### config.mk
export PLATFORM = sky130hd
export DESIGN_NAME = rcc_core
export DESIGN_NICKNAME = d
export VERILOG_FILES = /design/src/hdl/rcc_pkg.sv /design/src/hdl/rcc_prescaler.sv /design/src/hdl/rcc_core.sv
export VERILOG_INCLUDE_DIRS = /design/src /design/src/hdl
export SDC_FILE = /design/constraint.sdc
export NUM_CORES = 1
export LEC_CHECK = 0
export ABC_AREA = 0
export ABC_CLOCK_PERIOD_IN_PS = 2840
export BUFFER_PORTS_ARGS = -buffer_cell sky130_fd_sc_hd__clkbuf_2
export CAP_MARGIN = 20
export CORE_MARGIN = 8
export CORE_UTILIZATION = 52
export DETAILED_ROUTE_END_ITERATION = 12
export PLACE_DENSITY = 0.82
export SLEW_MARGIN = 20
export SYNTH_ARGS = -nofsm -noshare
export SYNTH_HDL_FRONTEND = slang
export SYNTH_SLANG_ARGS = --single-unit
### constraint.sdc
create_clock -name i_sys_clk -period 2.84 [get_ports i_sys_clk]
set_clock_uncertainty 0.15 [all_clocks]
set_input_delay 0.426 -clock i_sys_clk [delete_from_list [all_inputs] [get_ports i_sys_clk]]
set_output_delay 0.426 -clock i_sys_clk [all_outputs]
set_load 0.005 [all_outputs]
### src/hdl/rcc_consts.svh
// register offsets, field positions, reset values and timing for the rtc core
`ifndef RCC_CONSTS_SVH
`define RCC_CONSTS_SVH

// register byte offsets
`define RCC_OFS_ELAPSED_COUNT 12'h000
`define RCC_OFS_ALARM_COMPARE 12'h004
`define RCC_OFS_CLOCK_CONTROL 12'h008
`define RCC_OFS_EVENT_STATUS 12'h00c
`define RCC_OFS_IRQ_WAKE_ENABLE 12'h010

// reset values
`define RCC_RST_ELAPSED_COUNT 32'h0000_0000
`define RCC_RST_ALARM_COMPARE 32'h0000_0000
`define RCC_RST_CLOCK_CONTROL 32'h0000_0f04
`define RCC_RST_EVENT_STATUS 32'h0000_0000
`define RCC_RST_IRQ_WAKE_ENABLE 32'h0000_0000

// clock_control fields
`define RCC_CC_RUN_ENABLE 0
`define RCC_CC_SOURCE_SELECT 1
`define RCC_CC_INTERNAL_OSC_EN 2
`define RCC_CC_CRYSTAL_OSC_EN 3
`define RCC_CC_CLEAR_ON_MATCH 4
`define RCC_CC_CRYSTAL_STARTUP 5
`define RCC_CC_PRESCALE_LSB 8
`define RCC_CC_PRESCALE_MSB 11
`define RCC_CC_OUT_PIN_ENABLE 16
`define RCC_CC_OUT_EVENT_SELECT 17
`define RCC_CC_OUT_WAVE_MODE 18
`define RCC_CC_OUT_POLARITY 19
`define RCC_CC_OUT_LEVEL_FLAG 20
// software-writable bits of clock_control (level flag is read-clear only)
`define RCC_CC_WRITE_MASK 32'h000f_0f3f

// event_status and irq_wake_enable fields
`define RCC_ST_SECOND 0
`define RCC_ST_MATCH 1
`define RCC_ST_OVERFLOW 2
`define RCC_IE_WAKE_LSB 8
`define RCC_IE_WRITE_MASK 32'h0000_0707

// timing: prescaler reach, 2 to the 15 at code 1111
`define RCC_PRESCALE_BITS 15

`endif

### src/hdl/rcc_pkg.sv
// shared types of the rtc counter and compare core
package rcc_pkg;

  typedef logic [23:0] rcc_count_t;
  typedef logic [31:0] rcc_word_t;
  typedef logic [3:0] rcc_prescale_t;

  // event output waveform
  typedef enum logic [1:0] {
    RCC_WAVE_PULSE = 2'b01,
    RCC_WAVE_LEVEL = 2'b10
  } rcc_wave_t;

endpackage : rcc_pkg

### src/hdl/rcc_prescaler.sv
// power-of-two prescaler turning source clock ticks into second ticks
`timescale 1ns/1ns
`include "rcc_consts.svh"

module rcc_prescaler
  import rcc_pkg::*;
#(
  parameter int PRE_BITS = `RCC_PRESCALE_BITS
) (
  // clock and resets
  input wire logic i_sys_clk,
  input wire logic i_reset,
  input wire logic i_soft_reset,
  // source tick and division code
  input wire logic i_src_tick,
  input wire rcc_prescale_t i_prescale_select,
  // divided tick, one cycle
  output logic o_second_tick
);

  logic [PRE_BITS-1:0] div_reg;
  logic [PRE_BITS-1:0] div_next;
  logic [PRE_BITS-1:0] mask;

  ////////////////////////////////////////////////////////////////////////////////
  // divider: a second tick on every 2^code source ticks
  always_comb begin
    mask = PRE_BITS'((32'h1 << i_prescale_select) - 32'h1);
    div_next = div_reg;
    if (i_src_tick) begin
      div_next = div_reg + {{(PRE_BITS-1){1'b0}}, 1'b1}; // free running
    end
  end

  always_ff @(posedge i_sys_clk) begin
    if (i_reset || i_soft_reset) begin
      div_reg <= '0;
    end else begin
      div_reg <= div_next;
    end
  end

  // code 0 passes every tick; the low bits all ones ends one period
  assign o_second_tick = i_src_tick && ((div_reg & mask) == mask);

endmodule : rcc_prescaler

### src/hdl/rcc_core.sv
// rtc core: 24-bit counter, compare, status flags, event output pin, apb registers
`timescale 1ns/1ns
`include "rcc_consts.svh"

module rcc_core
  import rcc_pkg::*;
#(
  parameter int ADDR_W = 12
) (
  // clock and always-on domain resets
  input wire logic i_sys_clk,
  input wire logic i_reset,
  input wire logic i_domain_soft_reset,
  // apb slave
  input wire logic i_psel,
  input wire logic i_penable,
  input wire logic i_pwrite,
  input wire logic [ADDR_W-1:0] i_paddr,
  input wire logic [31:0] i_pwdata,
  output logic [31:0] o_prdata,
  output logic o_pready,
  output logic o_pslverr,
  // oscillator ticks, one cycle per source period
  input wire logic i_internal_osc_tick,
  input wire logic i_crystal_osc_tick,
  // oscillator controls
  output logic o_internal_osc_enable,
  output logic o_crystal_osc_enable,
  output logic o_crystal_startup_mode,
  // interrupt and wakeup requests
  output logic o_irq,
  output logic o_wake,
  // event output pin
  output logic o_event_out_pin,
  output logic o_event_out_oe
);

  ////////////////////////////////////////////////////////////////////////////////
  // declarations
  rcc_count_t count_reg;
  rcc_count_t count_next;
  rcc_count_t compare_reg;
  rcc_count_t compare_next;
  rcc_word_t control_reg;
  rcc_word_t control_next;
  rcc_word_t enable_reg;
  rcc_word_t enable_next;
  logic [2:0] status_reg;
  logic [2:0] status_next;
  logic level_flag_reg;
  logic level_flag_next;
  logic pulse_reg;
  logic pulse_next;
  logic run_prev_reg;
  logic run_prev_next;
  rcc_word_t rdata_reg;
  rcc_word_t rdata_next;
  logic [2:0] status_seen_reg;
  logic [2:0] status_seen_next;
  logic level_seen_reg;
  logic level_seen_next;

  logic dom_reset;
  logic setup_phase;
  logic access_phase;
  logic wr_en;
  logic rd_en;
  logic addr_hit;
  logic src_tick;
  logic second_tick;
  logic advance;
  rcc_count_t count_inc;
  logic match_evt;
  logic wrap_evt;
  logic out_evt;
  logic out_active;
  rcc_wave_t wave_mode;

  // true when the word address matches a register offset
  function automatic logic is_reg(input logic [ADDR_W-1:0] addr, input logic [11:0] ofs);
    is_reg = (addr[ADDR_W-1:2] == ofs[ADDR_W-1:2]);
  endfunction : is_reg

  ////////////////////////////////////////////////////////////////////////////////
  // reset and bus phases
  // only the always-on domain resets reach this state; no other system reset is wired in
  assign dom_reset = i_reset || i_domain_soft_reset;
  assign setup_phase = i_psel && !i_penable;
  assign access_phase = i_psel && i_penable;
  assign wr_en = access_phase && i_pwrite;
  assign rd_en = access_phase && !i_pwrite;
  assign addr_hit = is_reg(i_paddr, `RCC_OFS_ELAPSED_COUNT)
                 || is_reg(i_paddr, `RCC_OFS_ALARM_COMPARE)
                 || is_reg(i_paddr, `RCC_OFS_CLOCK_CONTROL)
                 || is_reg(i_paddr, `RCC_OFS_EVENT_STATUS)
                 || is_reg(i_paddr, `RCC_OFS_IRQ_WAKE_ENABLE);

  // zero wait state slave; unmapped addresses answer with an error
  assign o_pready = 1'b1;
  assign o_pslverr = access_phase && !addr_hit;
  assign o_prdata = rdata_reg;

  ////////////////////////////////////////////////////////////////////////////////
  // clock source and prescaler
  // a disabled oscillator gives no ticks, so the counter stalls with it
  assign src_tick = control_reg[`RCC_CC_SOURCE_SELECT]
                  ? (i_crystal_osc_tick && control_reg[`RCC_CC_CRYSTAL_OSC_EN])
                  : (i_internal_osc_tick && control_reg[`RCC_CC_INTERNAL_OSC_EN]);

  rcc_prescaler #(
    .PRE_BITS(`RCC_PRESCALE_BITS)
  ) u_prescaler (
    .i_sys_clk(i_sys_clk),
    .i_reset(i_reset),
    .i_soft_reset(i_domain_soft_reset),
    .i_src_tick(src_tick),
    .i_prescale_select(control_reg[`RCC_CC_PRESCALE_MSB:`RCC_CC_PRESCALE_LSB]),
    .o_second_tick(second_tick)
  );

  assign o_internal_osc_enable = control_reg[`RCC_CC_INTERNAL_OSC_EN];
  assign o_crystal_osc_enable = control_reg[`RCC_CC_CRYSTAL_OSC_EN];
  assign o_crystal_startup_mode = control_reg[`RCC_CC_CRYSTAL_STARTUP];

  ////////////////////////////////////////////////////////////////////////////////
  // counter events
  // the match is judged on the value the tick would produce, so a held count
  // does not raise the flag again on every system clock
  assign advance = second_tick && control_reg[`RCC_CC_RUN_ENABLE];
  assign count_inc = count_reg + 24'h000001;
  assign wrap_evt = advance && (count_reg == 24'hffffff);
  assign match_evt = advance && (count_inc == compare_reg);

  ////////////////////////////////////////////////////////////////////////////////
  // counter next state
  always_comb begin
    count_next = count_reg;
    run_prev_next = control_reg[`RCC_CC_RUN_ENABLE];
    if (control_reg[`RCC_CC_RUN_ENABLE] && !run_prev_reg) begin
      count_next = '0;
    end else if (match_evt && control_reg[`RCC_CC_CLEAR_ON_MATCH]) begin
      count_next = '0;
    end else if (advance) begin
      count_next = count_inc;
    end
  end

  always_ff @(posedge i_sys_clk) begin
    if (dom_reset) begin
      count_reg <= '0;
      run_prev_reg <= 1'b0;
    end else begin
      count_reg <= count_next;
      run_prev_reg <= run_prev_next;
    end
  end

  ////////////////////////////////////////////////////////////////////////////////
  // writable registers next state
  always_comb begin
    compare_next = compare_reg;
    control_next = control_reg;
    enable_next = enable_reg;
    if (wr_en && is_reg(i_paddr, `RCC_OFS_ALARM_COMPARE)) begin
      compare_next = i_pwdata[23:0];
    end
    if (wr_en && is_reg(i_paddr, `RCC_OFS_CLOCK_CONTROL)) begin
      control_next = i_pwdata & `RCC_CC_WRITE_MASK;
    end
    if (wr_en && is_reg(i_paddr, `RCC_OFS_IRQ_WAKE_ENABLE)) begin
      enable_next = i_pwdata & `RCC_IE_WRITE_MASK;
    end
  end

  always_ff @(posedge i_sys_clk) begin
    if (dom_reset) begin
      compare_reg <= 24'(`RCC_RST_ALARM_COMPARE);
      control_reg <= `RCC_RST_CLOCK_CONTROL;
      enable_reg <= `RCC_RST_IRQ_WAKE_ENABLE;
    end else begin
      compare_reg <= compare_next;
      control_reg <= control_next;
      enable_reg <= enable_next;
    end
  end

  ////////////////////////////////////////////////////////////////////////////////
  // status flags: sticky, cleared by a read of the status register
  // only bits captured at the setup phase are cleared, so a flag raised between
  // setup and access survives; a set in the clearing cycle also wins
  always_comb begin
    status_next = status_reg;
    if (rd_en && is_reg(i_paddr, `RCC_OFS_EVENT_STATUS)) begin
      status_next = status_reg & ~status_seen_reg;
    end
    if (second_tick) begin
      status_next[`RCC_ST_SECOND] = 1'b1;
    end
    if (match_evt) begin
      status_next[`RCC_ST_MATCH] = 1'b1;
    end
    if (wrap_evt) begin
      status_next[`RCC_ST_OVERFLOW] = 1'b1;
    end
  end

  always_ff @(posedge i_sys_clk) begin
    if (dom_reset) begin
      status_reg <= '0;
    end else begin
      status_reg <= status_next;
    end
  end

  // requests follow the sticky flags, gated by their enables
  assign o_irq = |(status_reg & enable_reg[2:0]);
  assign o_wake = |(status_reg & enable_reg[`RCC_IE_WAKE_LSB+2:`RCC_IE_WAKE_LSB]);

  ////////////////////////////////////////////////////////////////////////////////
  // event output pin
  assign wave_mode = control_reg[`RCC_CC_OUT_WAVE_MODE] ? RCC_WAVE_LEVEL : RCC_WAVE_PULSE;
  assign out_evt = control_reg[`RCC_CC_OUT_EVENT_SELECT] ? second_tick : match_evt;

  // pulse ends on the next source tick, one source period long; level flag
  // keeps the pin active until software reads clock_control
  always_comb begin
    pulse_next = pulse_reg;
    level_flag_next = level_flag_reg;
    case (wave_mode)
      RCC_WAVE_PULSE: begin
        if (out_evt) begin
          pulse_next = 1'b1;
        end else if (src_tick) begin
          pulse_next = 1'b0;
        end
      end
      RCC_WAVE_LEVEL: begin
        pulse_next = 1'b0;
      end
      default: begin
        pulse_next = 1'b0;
      end
    endcase
    if (rd_en && is_reg(i_paddr, `RCC_OFS_CLOCK_CONTROL) && level_seen_reg) begin
      level_flag_next = 1'b0;
    end
    if (out_evt && (wave_mode == RCC_WAVE_LEVEL)) begin
      level_flag_next = 1'b1;
    end
  end

  always_ff @(posedge i_sys_clk) begin
    if (dom_reset) begin
      pulse_reg <= 1'b0;
      level_flag_reg <= 1'b0;
    end else begin
      pulse_reg <= pulse_next;
      level_flag_reg <= level_flag_next;
    end
  end

  assign out_active = (wave_mode == RCC_WAVE_LEVEL) ? level_flag_reg : pulse_reg;
  assign o_event_out_pin = out_active ^ control_reg[`RCC_CC_OUT_POLARITY];
  assign o_event_out_oe = control_reg[`RCC_CC_OUT_PIN_ENABLE];

  ////////////////////////////////////////////////////////////////////////////////
  // read data, captured in the setup phase and shown in the access phase
  always_comb begin
    rdata_next = rdata_reg;
    status_seen_next = status_seen_reg;
    level_seen_next = level_seen_reg;
    if (setup_phase && !i_pwrite) begin
      rdata_next = '0;
      status_seen_next = '0;
      level_seen_next = 1'b0;
      if (is_reg(i_paddr, `RCC_OFS_ELAPSED_COUNT)) begin
        rdata_next = {8'h00, count_reg};
      end else if (is_reg(i_paddr, `RCC_OFS_ALARM_COMPARE)) begin
        rdata_next = {8'h00, compare_reg};
      end else if (is_reg(i_paddr, `RCC_OFS_CLOCK_CONTROL)) begin
        rdata_next = control_reg;
        rdata_next[`RCC_CC_OUT_LEVEL_FLAG] = level_flag_reg;
        level_seen_next = level_flag_reg;
      end else if (is_reg(i_paddr, `RCC_OFS_EVENT_STATUS)) begin
        rdata_next = {29'h0, status_reg};
        status_seen_next = status_reg;
      end else if (is_reg(i_paddr, `RCC_OFS_IRQ_WAKE_ENABLE)) begin
        rdata_next = enable_reg;
      end
    end
  end

  always_ff @(posedge i_sys_clk) begin
    if (dom_reset) begin
      rdata_reg <= '0;
      status_seen_reg <= '0;
      level_seen_reg <= 1'b0;
    end else begin
      rdata_reg <= rdata_next;
      status_seen_reg <= status_seen_next;
      level_seen_reg <= level_seen_next;
    end
  end

endmodule : rcc_core

== Word-level counts from Yosys, hierarchy flattened ==
Cells that the tools add are included.

* Reductions and logical operators: 40
* Muxes and demuxes: 24
* Eq/ne operators: 9
* Shifts and indexed selects: 1
* Bitwise operators: 7
* Add/sub/neg operators: 3

{| class="wikitable"
|+ Operators with widths
! operator !! count
|-
| 24-bit 2-to-1 mux || 2
|-
| 24-bit by 1-bit adder with 24-bit output, second input constant || 1
|-
| 24-bit == test || 1
|-
| 24-bit == test, second input constant || 1
|-
| 11-bit 2-to-1 mux || 2
|-
| 1-bit logical AND || 21
|-
| 21-bit 2-to-1 mux || 1
|-
| 10-bit by 2-bit == test with 1-bit output, second input constant || 2
|-
| 15-bit by 1-bit adder with 15-bit output, second input constant || 1
|-
| 15-bit bitwise AND || 1
|-
| 15-bit == test || 1
|-
| 3-bit 2-to-1 mux || 5
|-
| 1-bit by 4-bit left shift with 15-bit output, first input constant || 1
|-
| 15-bit by 1-bit subtractor with 15-bit output, second input constant || 1
|-
| 1-bit 2-to-1 mux || 13
|-
| 10-bit by 1-bit == test with 1-bit output, second input constant || 1
|-
| 10-bit by 3-bit == test with 1-bit output, second input constant || 1
|-
| 10-bit zero test || 1
|-
| 2-bit nonzero test || 5
|-
| 3-bit bitwise AND || 3
|-
| 3-bit OR reduction || 3
|-
| 1-bit logical OR || 5
|-
| 1-bit zero test || 4
|-
| 3-bit NOT || 1
|-
| 6 further kinds || 6
|}

* Register bits: 125
* Output and inout port bits: 41
* Word-level logic and storage cells: 98
* Input port bits: 52

== Depth between registers and ports, before layout ==
* Depth after elaboration: 10
* Mapped depth: 14
* Depth with buffers taken out: 10

== Modules after synthesis ==
Synthesis repeated with hierarchy kept, for this count alone.

* Cell total of the unflattened synthesis: 738
* Area total of the unflattened synthesis: 6304.8 um^2

{| class="wikitable"
|+ By module, submodules not included
! module !! area each (um^2) !! cells an instance !! times used
|-
| rcc_core || 5283.8 || 618 || 1
|-
| rcc_prescaler || 1021.0 || 120 || 1
|}

== Worst setup path before layout ==
No wires, ideal clock.

* Kind: flip-flop to flip-flop
* Start: register control_reg[9]
* End: register count_reg[0]
* Cell stages (with the launch flop): 14
* Data required time: 2.604 ns
* Arrival time: 2.843 ns
* Clock period less this slack: 3.079 ns
* Setup time: 0.086 ns
* Path slack: -0.239 ns
* Cells stage by stage: dfxtp_1 > clkbuf_1 > nor3_1 > nand2b_1 > ha_1 > clkbuf_1 > or3_1 > a2111oi_0 > a31oi_1 > nand4_1 > clkbuf_1 > nor2_1 > xnor2_1 > a211oi_1

* Longest elaborated chain between the ends: 9

{| class="wikitable"
|+ RTL lines
! element !! RTL line !! text
|-
| from (decl) || rcc_core.sv:44 || <nowiki>rcc_word_t control_reg;</nowiki>
|-
| from (signal assigned) || rcc_core.sv:178 || <nowiki>control_reg <= `RCC_RST_CLOCK_CONTROL;</nowiki>
|-
| from (signal assigned) || rcc_core.sv:182 || <nowiki>control_reg <= control_next;</nowiki>
|-
| 1-bit by 4-bit left shift with 15-bit output (*) || rcc_prescaler.sv:28 || <nowiki>mask = PRE_BITS'((32'h1 << i_prescale_select) - 32'h1);</nowiki>
|-
| 15-bit by 1-bit subtractor with 15-bit output (*) || rcc_prescaler.sv:28 ||
|-
| 15-bit bitwise AND || rcc_prescaler.sv:44 || <nowiki>assign o_second_tick = i_src_tick && ((div_reg & mask) == mask);</nowiki>
|-
| 15-bit == test (*) || rcc_prescaler.sv:44 ||
|-
| 1-bit logical AND (*) || rcc_prescaler.sv:44 ||
|-
| 1-bit logical AND (*) || rcc_core.sv:129 || <nowiki>assign advance = second_tick && control_reg[`RCC_CC_RUN_ENABLE];</nowiki>
|-
| 1-bit logical AND || rcc_core.sv:132 || <nowiki>assign match_evt = advance && (count_inc == compare_reg);</nowiki>
|-
| 1-bit logical AND || rcc_core.sv:141 || <nowiki>end else if (match_evt && control_reg[`RCC_CC_CLEAR_ON_MATCH]) begin</nowiki>
|-
| 3-bit OR reduction (no source line) || -- ||
|-
| to (signal assigned) || rcc_core.sv:153 || <nowiki>count_reg <= count_next;</nowiki>
|-
| to (decl) || rcc_core.sv:40 || <nowiki>rcc_count_t count_reg;</nowiki>
|}

Every way passes the cells marked *; elsewhere a longest branch is shown, timed or not.
A chain may end at the register's enable or synchronous reset.

== Final worst setup path ==
* Start: register control_reg[10]
* End: register pulse_reg

* Longest elaborated chain between the ends: 9

{| class="wikitable"
|+ RTL lines
! element !! RTL line !! text
|-
| 1-bit by 4-bit left shift with 15-bit output (*) || rcc_prescaler.sv:28 ||
|-
| 15-bit by 1-bit subtractor with 15-bit output (*) || rcc_prescaler.sv:28 ||
|-
| 15-bit bitwise AND || rcc_prescaler.sv:44 ||
|-
| 15-bit == test (*) || rcc_prescaler.sv:44 ||
|-
| 1-bit logical AND (*) || rcc_prescaler.sv:44 ||
|-
| 1-bit logical AND || rcc_core.sv:129 ||
|-
| 1-bit logical AND || rcc_core.sv:132 ||
|-
| 1-bit 2-to-1 mux (*) || rcc_core.sv:222 || <nowiki>assign out_evt = control_reg[`RCC_CC_OUT_EVENT_SELECT] ? second_tick : match_evt;</nowiki>
|-
| 1-bit 2-to-1 mux / 2-bit nonzero test (equally long branches) || -- ||
|-
| to (signal assigned) || rcc_core.sv:257 || <nowiki>pulse_reg <= pulse_next;</nowiki>
|-
| to (decl) || rcc_core.sv:52 || <nowiki>logic pulse_reg;</nowiki>
|}

Marked as above.

==> results.md <==
- Layout Nets: ~970
- Clock Power Share: a little under three fifths
- Reported net switching power: about 0.87 mW
- Height of the die: 129 µm
- Number of remaining DRC errors: 0
- GP Congestion: between 0.9 and 1
- Count of antenna-violating nets left after detailed routing: 0
- Register bit total from synthesis: ~120
- EDFF count, synth: 0
- Share of the core filled with cells: ~68%
- Placed wire-length estimate: about 14 mm
- Reg2Reg Depth: 14
- Cts-stage hold buffer count: 0
- Part of the Yosys area used for sequential elements: between 30% and 40%
- Share of the clock period used by the worst path after layout: 104%
- Total clock sinks: roughly 120
- Cell depth of the worst hold path: 3
- Largest area contributor in the netlist: sky130_fd_sc_hd__dfxtp_1
- Worst rel slew slack: ~63%
- Routed wire length: 21.1 mm
- Proportion of power drawn by combinational gates: roughly 3.2%
- Reg-to-reg setup timing slack: -0.12 ns
- Initial antenna violation count: 0
- Number of global-route vias before repair: between 6,000 and 7,000
- Global-route congestion overflow total: 0
- Largest vdd supply drop: approximately 0.00038 V
- Share of post-route cells with drive strength above 1: between 20% and 30%
- Fin Hold WS: around 0.079 ns
- Vias per Instance: slightly above 6
- Worst Hold Path EP: compare_reg[15]
- Slew at the pin with the worst max-slew slack: about 0.55 ns
- DR iter-0 viols: just over 800
- Internal Pwr Total: 3.26 mW
- # diodes: 0
- Fmax achieved: ~340 MHz
- Worst hold-check path type: in -> reg
- Final number of hold-violating endpoints: 0
- Post-Syn Instances: 806
- Root Driver: sky130_fd_sc_hd__clkbuf_16
- Terminus of the critical flop-to-flop path: pulse_reg
- Max-slew violation count: 0
- Die Width: roughly 130 µm
- CP Data Arrival Time: about 3.1 ns
- Count of standard-cell rows: around 40
- TritonCTS clock tree: built
- CP Launch Type: flip-flop
- Leading cell types by count after synthesis: sky130_fd_sc_hd__dfxtp_1, sky130_fd_sc_hd__nand2_1, sky130_fd_sc_hd__nor2_1
- Async set-or-reset flop fraction in the synthesized netlist: 0%
- Critical-path maximum fanout: 7
- Effective utilization at floorplan: a little over half
- Sequential share of power: between 40% and 50%
- Failing checks: negative setup slack
- Share of the synthesized area in the top cell type: approximately 36%
- Critical Setup Path Class: reg -> reg
- Post-Synthesis Cell Area: roughly 6600 µm²
- Clock Pin Slew Worst Setup and Hold Paths: about 0.06 ns
- Routed length per instance: between 15 and 20 µm
- Count of unique library cells instantiated by Yosys: 68
- RSZ-0062 raised after global routing: true
- Required time reported for the critical path endpoint: about 3.0 ns
- Synth-to-layout area growth: 28.8%
- Synth area leaders: sky130_fd_sc_hd__dfxtp_1, sky130_fd_sc_hd__xnor2_1, sky130_fd_sc_hd__nand2_1
- Post-Syn Area per Cell: roughly 8 µm²
- Source of the worst register-to-register timing path: control_reg[10]
- Hold path start: i_pwdata[15]
- Setup ws final: -0.117 ns
- IO Pins: between 90 and 100
- Port buffer count: 73
- Number of maximum-capacitance violations: 0
- Minimum clock period after layout: a little under 3 ns
- Total chip power: around 4.1 mW
- Max H-tree Level: 4
- Placeable core area: roughly 12,000 µm²
- Maximum number of buffers from clock root to sink: 2
- Power density cells: about 490 nW/µm²
- Inserted Clock Buffers: 17
- Count leader, synth: sky130_fd_sc_hd__dfxtp_1
- Maximum number of pins on one net before global-route repair: 38
- GRT Util Overall: between 20% and 30%
- Kind of capture point of the worst setup path: flip-flop
- Latest clock arrival within the worst-skew pair: 0.42 ns
- TritonRoute pass-1 iters: 7
- Static leakage power: roughly 3.2 nW
- Global-route wire length before repair: 33.2 mm
- Status: finished with violations
- Top flip-flop cell by instance count after synthesis: sky130_fd_sc_hd__dfxtp_1
- Overall via count from detail_route: just under 7,000
- Switching share of total power: about a fifth
- Count of synthesis-stage warnings from yosys: 0
- Setup violations, final: 27
- Total die area: approximately 17,000 µm²
## area by class of cell
class | count | area, µm²
Clock buffer | 21 | 480
Inverter | 14 | 52.6
Tap cell | 172 | 215
Timing Repair Buffer | 166 | 1150
Multi-Input combinational cell | 603 | 4060
Clock inverter | 11 | 170
Sequential cell | 117 | 2350
Fill cell | 959 | 3990
## logic make-up after synthesis
group,share of synthesized area [%]
AND/OR/NAND/NOR,26.4
AO/OA/AOI/OAI,20.0
flip-flops,35.6
buffers and inverters,6.98
XOR/XNOR,8.65
multiplexers,1.69
adder cells (fa/ha/maj),0.570
other,0.114
## repair_timing
action                     CTS  global route
setup buffers                9             1
resized for setup           24            22
pin swaps                   15            20
setup endpoints to repair   29            29
gates cloned                 3             1
## power groups by stage
stage,clock [mW],combinational (mW),sequential [mW]
after floorplan,0,0.0693,1.69
after global placement,0,0.126,1.69
after detailed placement,0,0.127,1.69
after CTS,2.36,0.129,1.66
after global routing,2.45,0.142,1.66
final,2.34,0.131,1.66
## cells in the final DEF (no fill, tap or decap), types with 8 or more instances in the layout
cell,netlist,routed
sky130_fd_sc_hd__a211oi_1,17,16
sky130_fd_sc_hd__a211oi_2,19,20
sky130_fd_sc_hd__a21oi_1,58,57
sky130_fd_sc_hd__a221oi_1,11,10
sky130_fd_sc_hd__a222oi_1,13,13
sky130_fd_sc_hd__and3_1,11,10
sky130_fd_sc_hd__and4_1,10,10
sky130_fd_sc_hd__buf_4,16,82
sky130_fd_sc_hd__clkbuf_16,0,19
sky130_fd_sc_hd__clkbuf_2,0,73
sky130_fd_sc_hd__conb_1,2,9
sky130_fd_sc_hd__dfxtp_1,117,114
sky130_fd_sc_hd__inv_1,14,13
sky130_fd_sc_hd__mux2i_1,10,10
sky130_fd_sc_hd__nand2_1,103,103
sky130_fd_sc_hd__nand2b_1,8,8
sky130_fd_sc_hd__nand3_1,27,26
sky130_fd_sc_hd__nand4_1,18,18
sky130_fd_sc_hd__nor2_1,62,60
sky130_fd_sc_hd__nor3_1,32,30
sky130_fd_sc_hd__o21ai_0,15,15
sky130_fd_sc_hd__o21ai_1,9,8
sky130_fd_sc_hd__xnor2_1,45,44
sky130_fd_sc_hd__xor2_1,20,20
## stage by stage
stage	instances	setup slack (ns)	setup TNS [ns]	area, µm²
2_1_floorplan	813	0.0239	0	6670
3_3_place_gp	1060	-0.0734	-1.68	7480
3_5_place_dp	1060	-0.0864	-0.850	7480
4_1_cts	1103	-0.0414	-0.488	8380
5_1_grt	1104	-0.214	-5.40	8480
6_report	1104	-0.117	-2.05	8480
## per-layer routing
| layer | vias up | routed length (µm) | GRT usage, % |
|---|---|---|---|
| met3 | 85 | 1750 | 6.50 |
| met1 | 3172 | 8450 | 30.7 |
| li1 | 3125 | - | - |
| met5 | - | 0 | 0 |
| met2 | 371 | 9850 | 40.3 |
| met4 | 0 | 1050 | 15.5 |
## worst max-delay path by stage
stage / slack (ns) / cells past startpoint / from / endpoint
after floorplan: 0.02 / 14 / control_reg[9] / status_reg[1]
after global placement: -0.07 / 10 / count_reg[0] / count_reg[1]
after detailed placement: -0.09 / 12 / control_reg[11] / status_reg[2]
after CTS: -0.04 / 11 / control_reg[9] / count_reg[13]
after global routing: -0.21 / 14 / control_reg[10] / pulse_reg
final: -0.12 / 14 / control_reg[10] / pulse_reg
## critical path: stages, from the launching register on
cell                       delay (ns)
sky130_fd_sc_hd__dfxtp_2         0.33
sky130_fd_sc_hd__nor3_4          0.21
sky130_fd_sc_hd__nand2b_1        0.15
sky130_fd_sc_hd__ha_4            0.21
sky130_fd_sc_hd__buf_4           0.15
sky130_fd_sc_hd__buf_4           0.14
sky130_fd_sc_hd__nor3_2          0.11
sky130_fd_sc_hd__nand4_1         0.14
sky130_fd_sc_hd__and3_4          0.21
sky130_fd_sc_hd__nand4_1         0.10
sky130_fd_sc_hd__buf_6           0.14
sky130_fd_sc_hd__a211oi_2        0.04
sky130_fd_sc_hd__and4b_2         0.30
sky130_fd_sc_hd__buf_12          0.17
sky130_fd_sc_hd__o31a_1          0.30
Note: power is estimated with default switching activity, not from simulation.
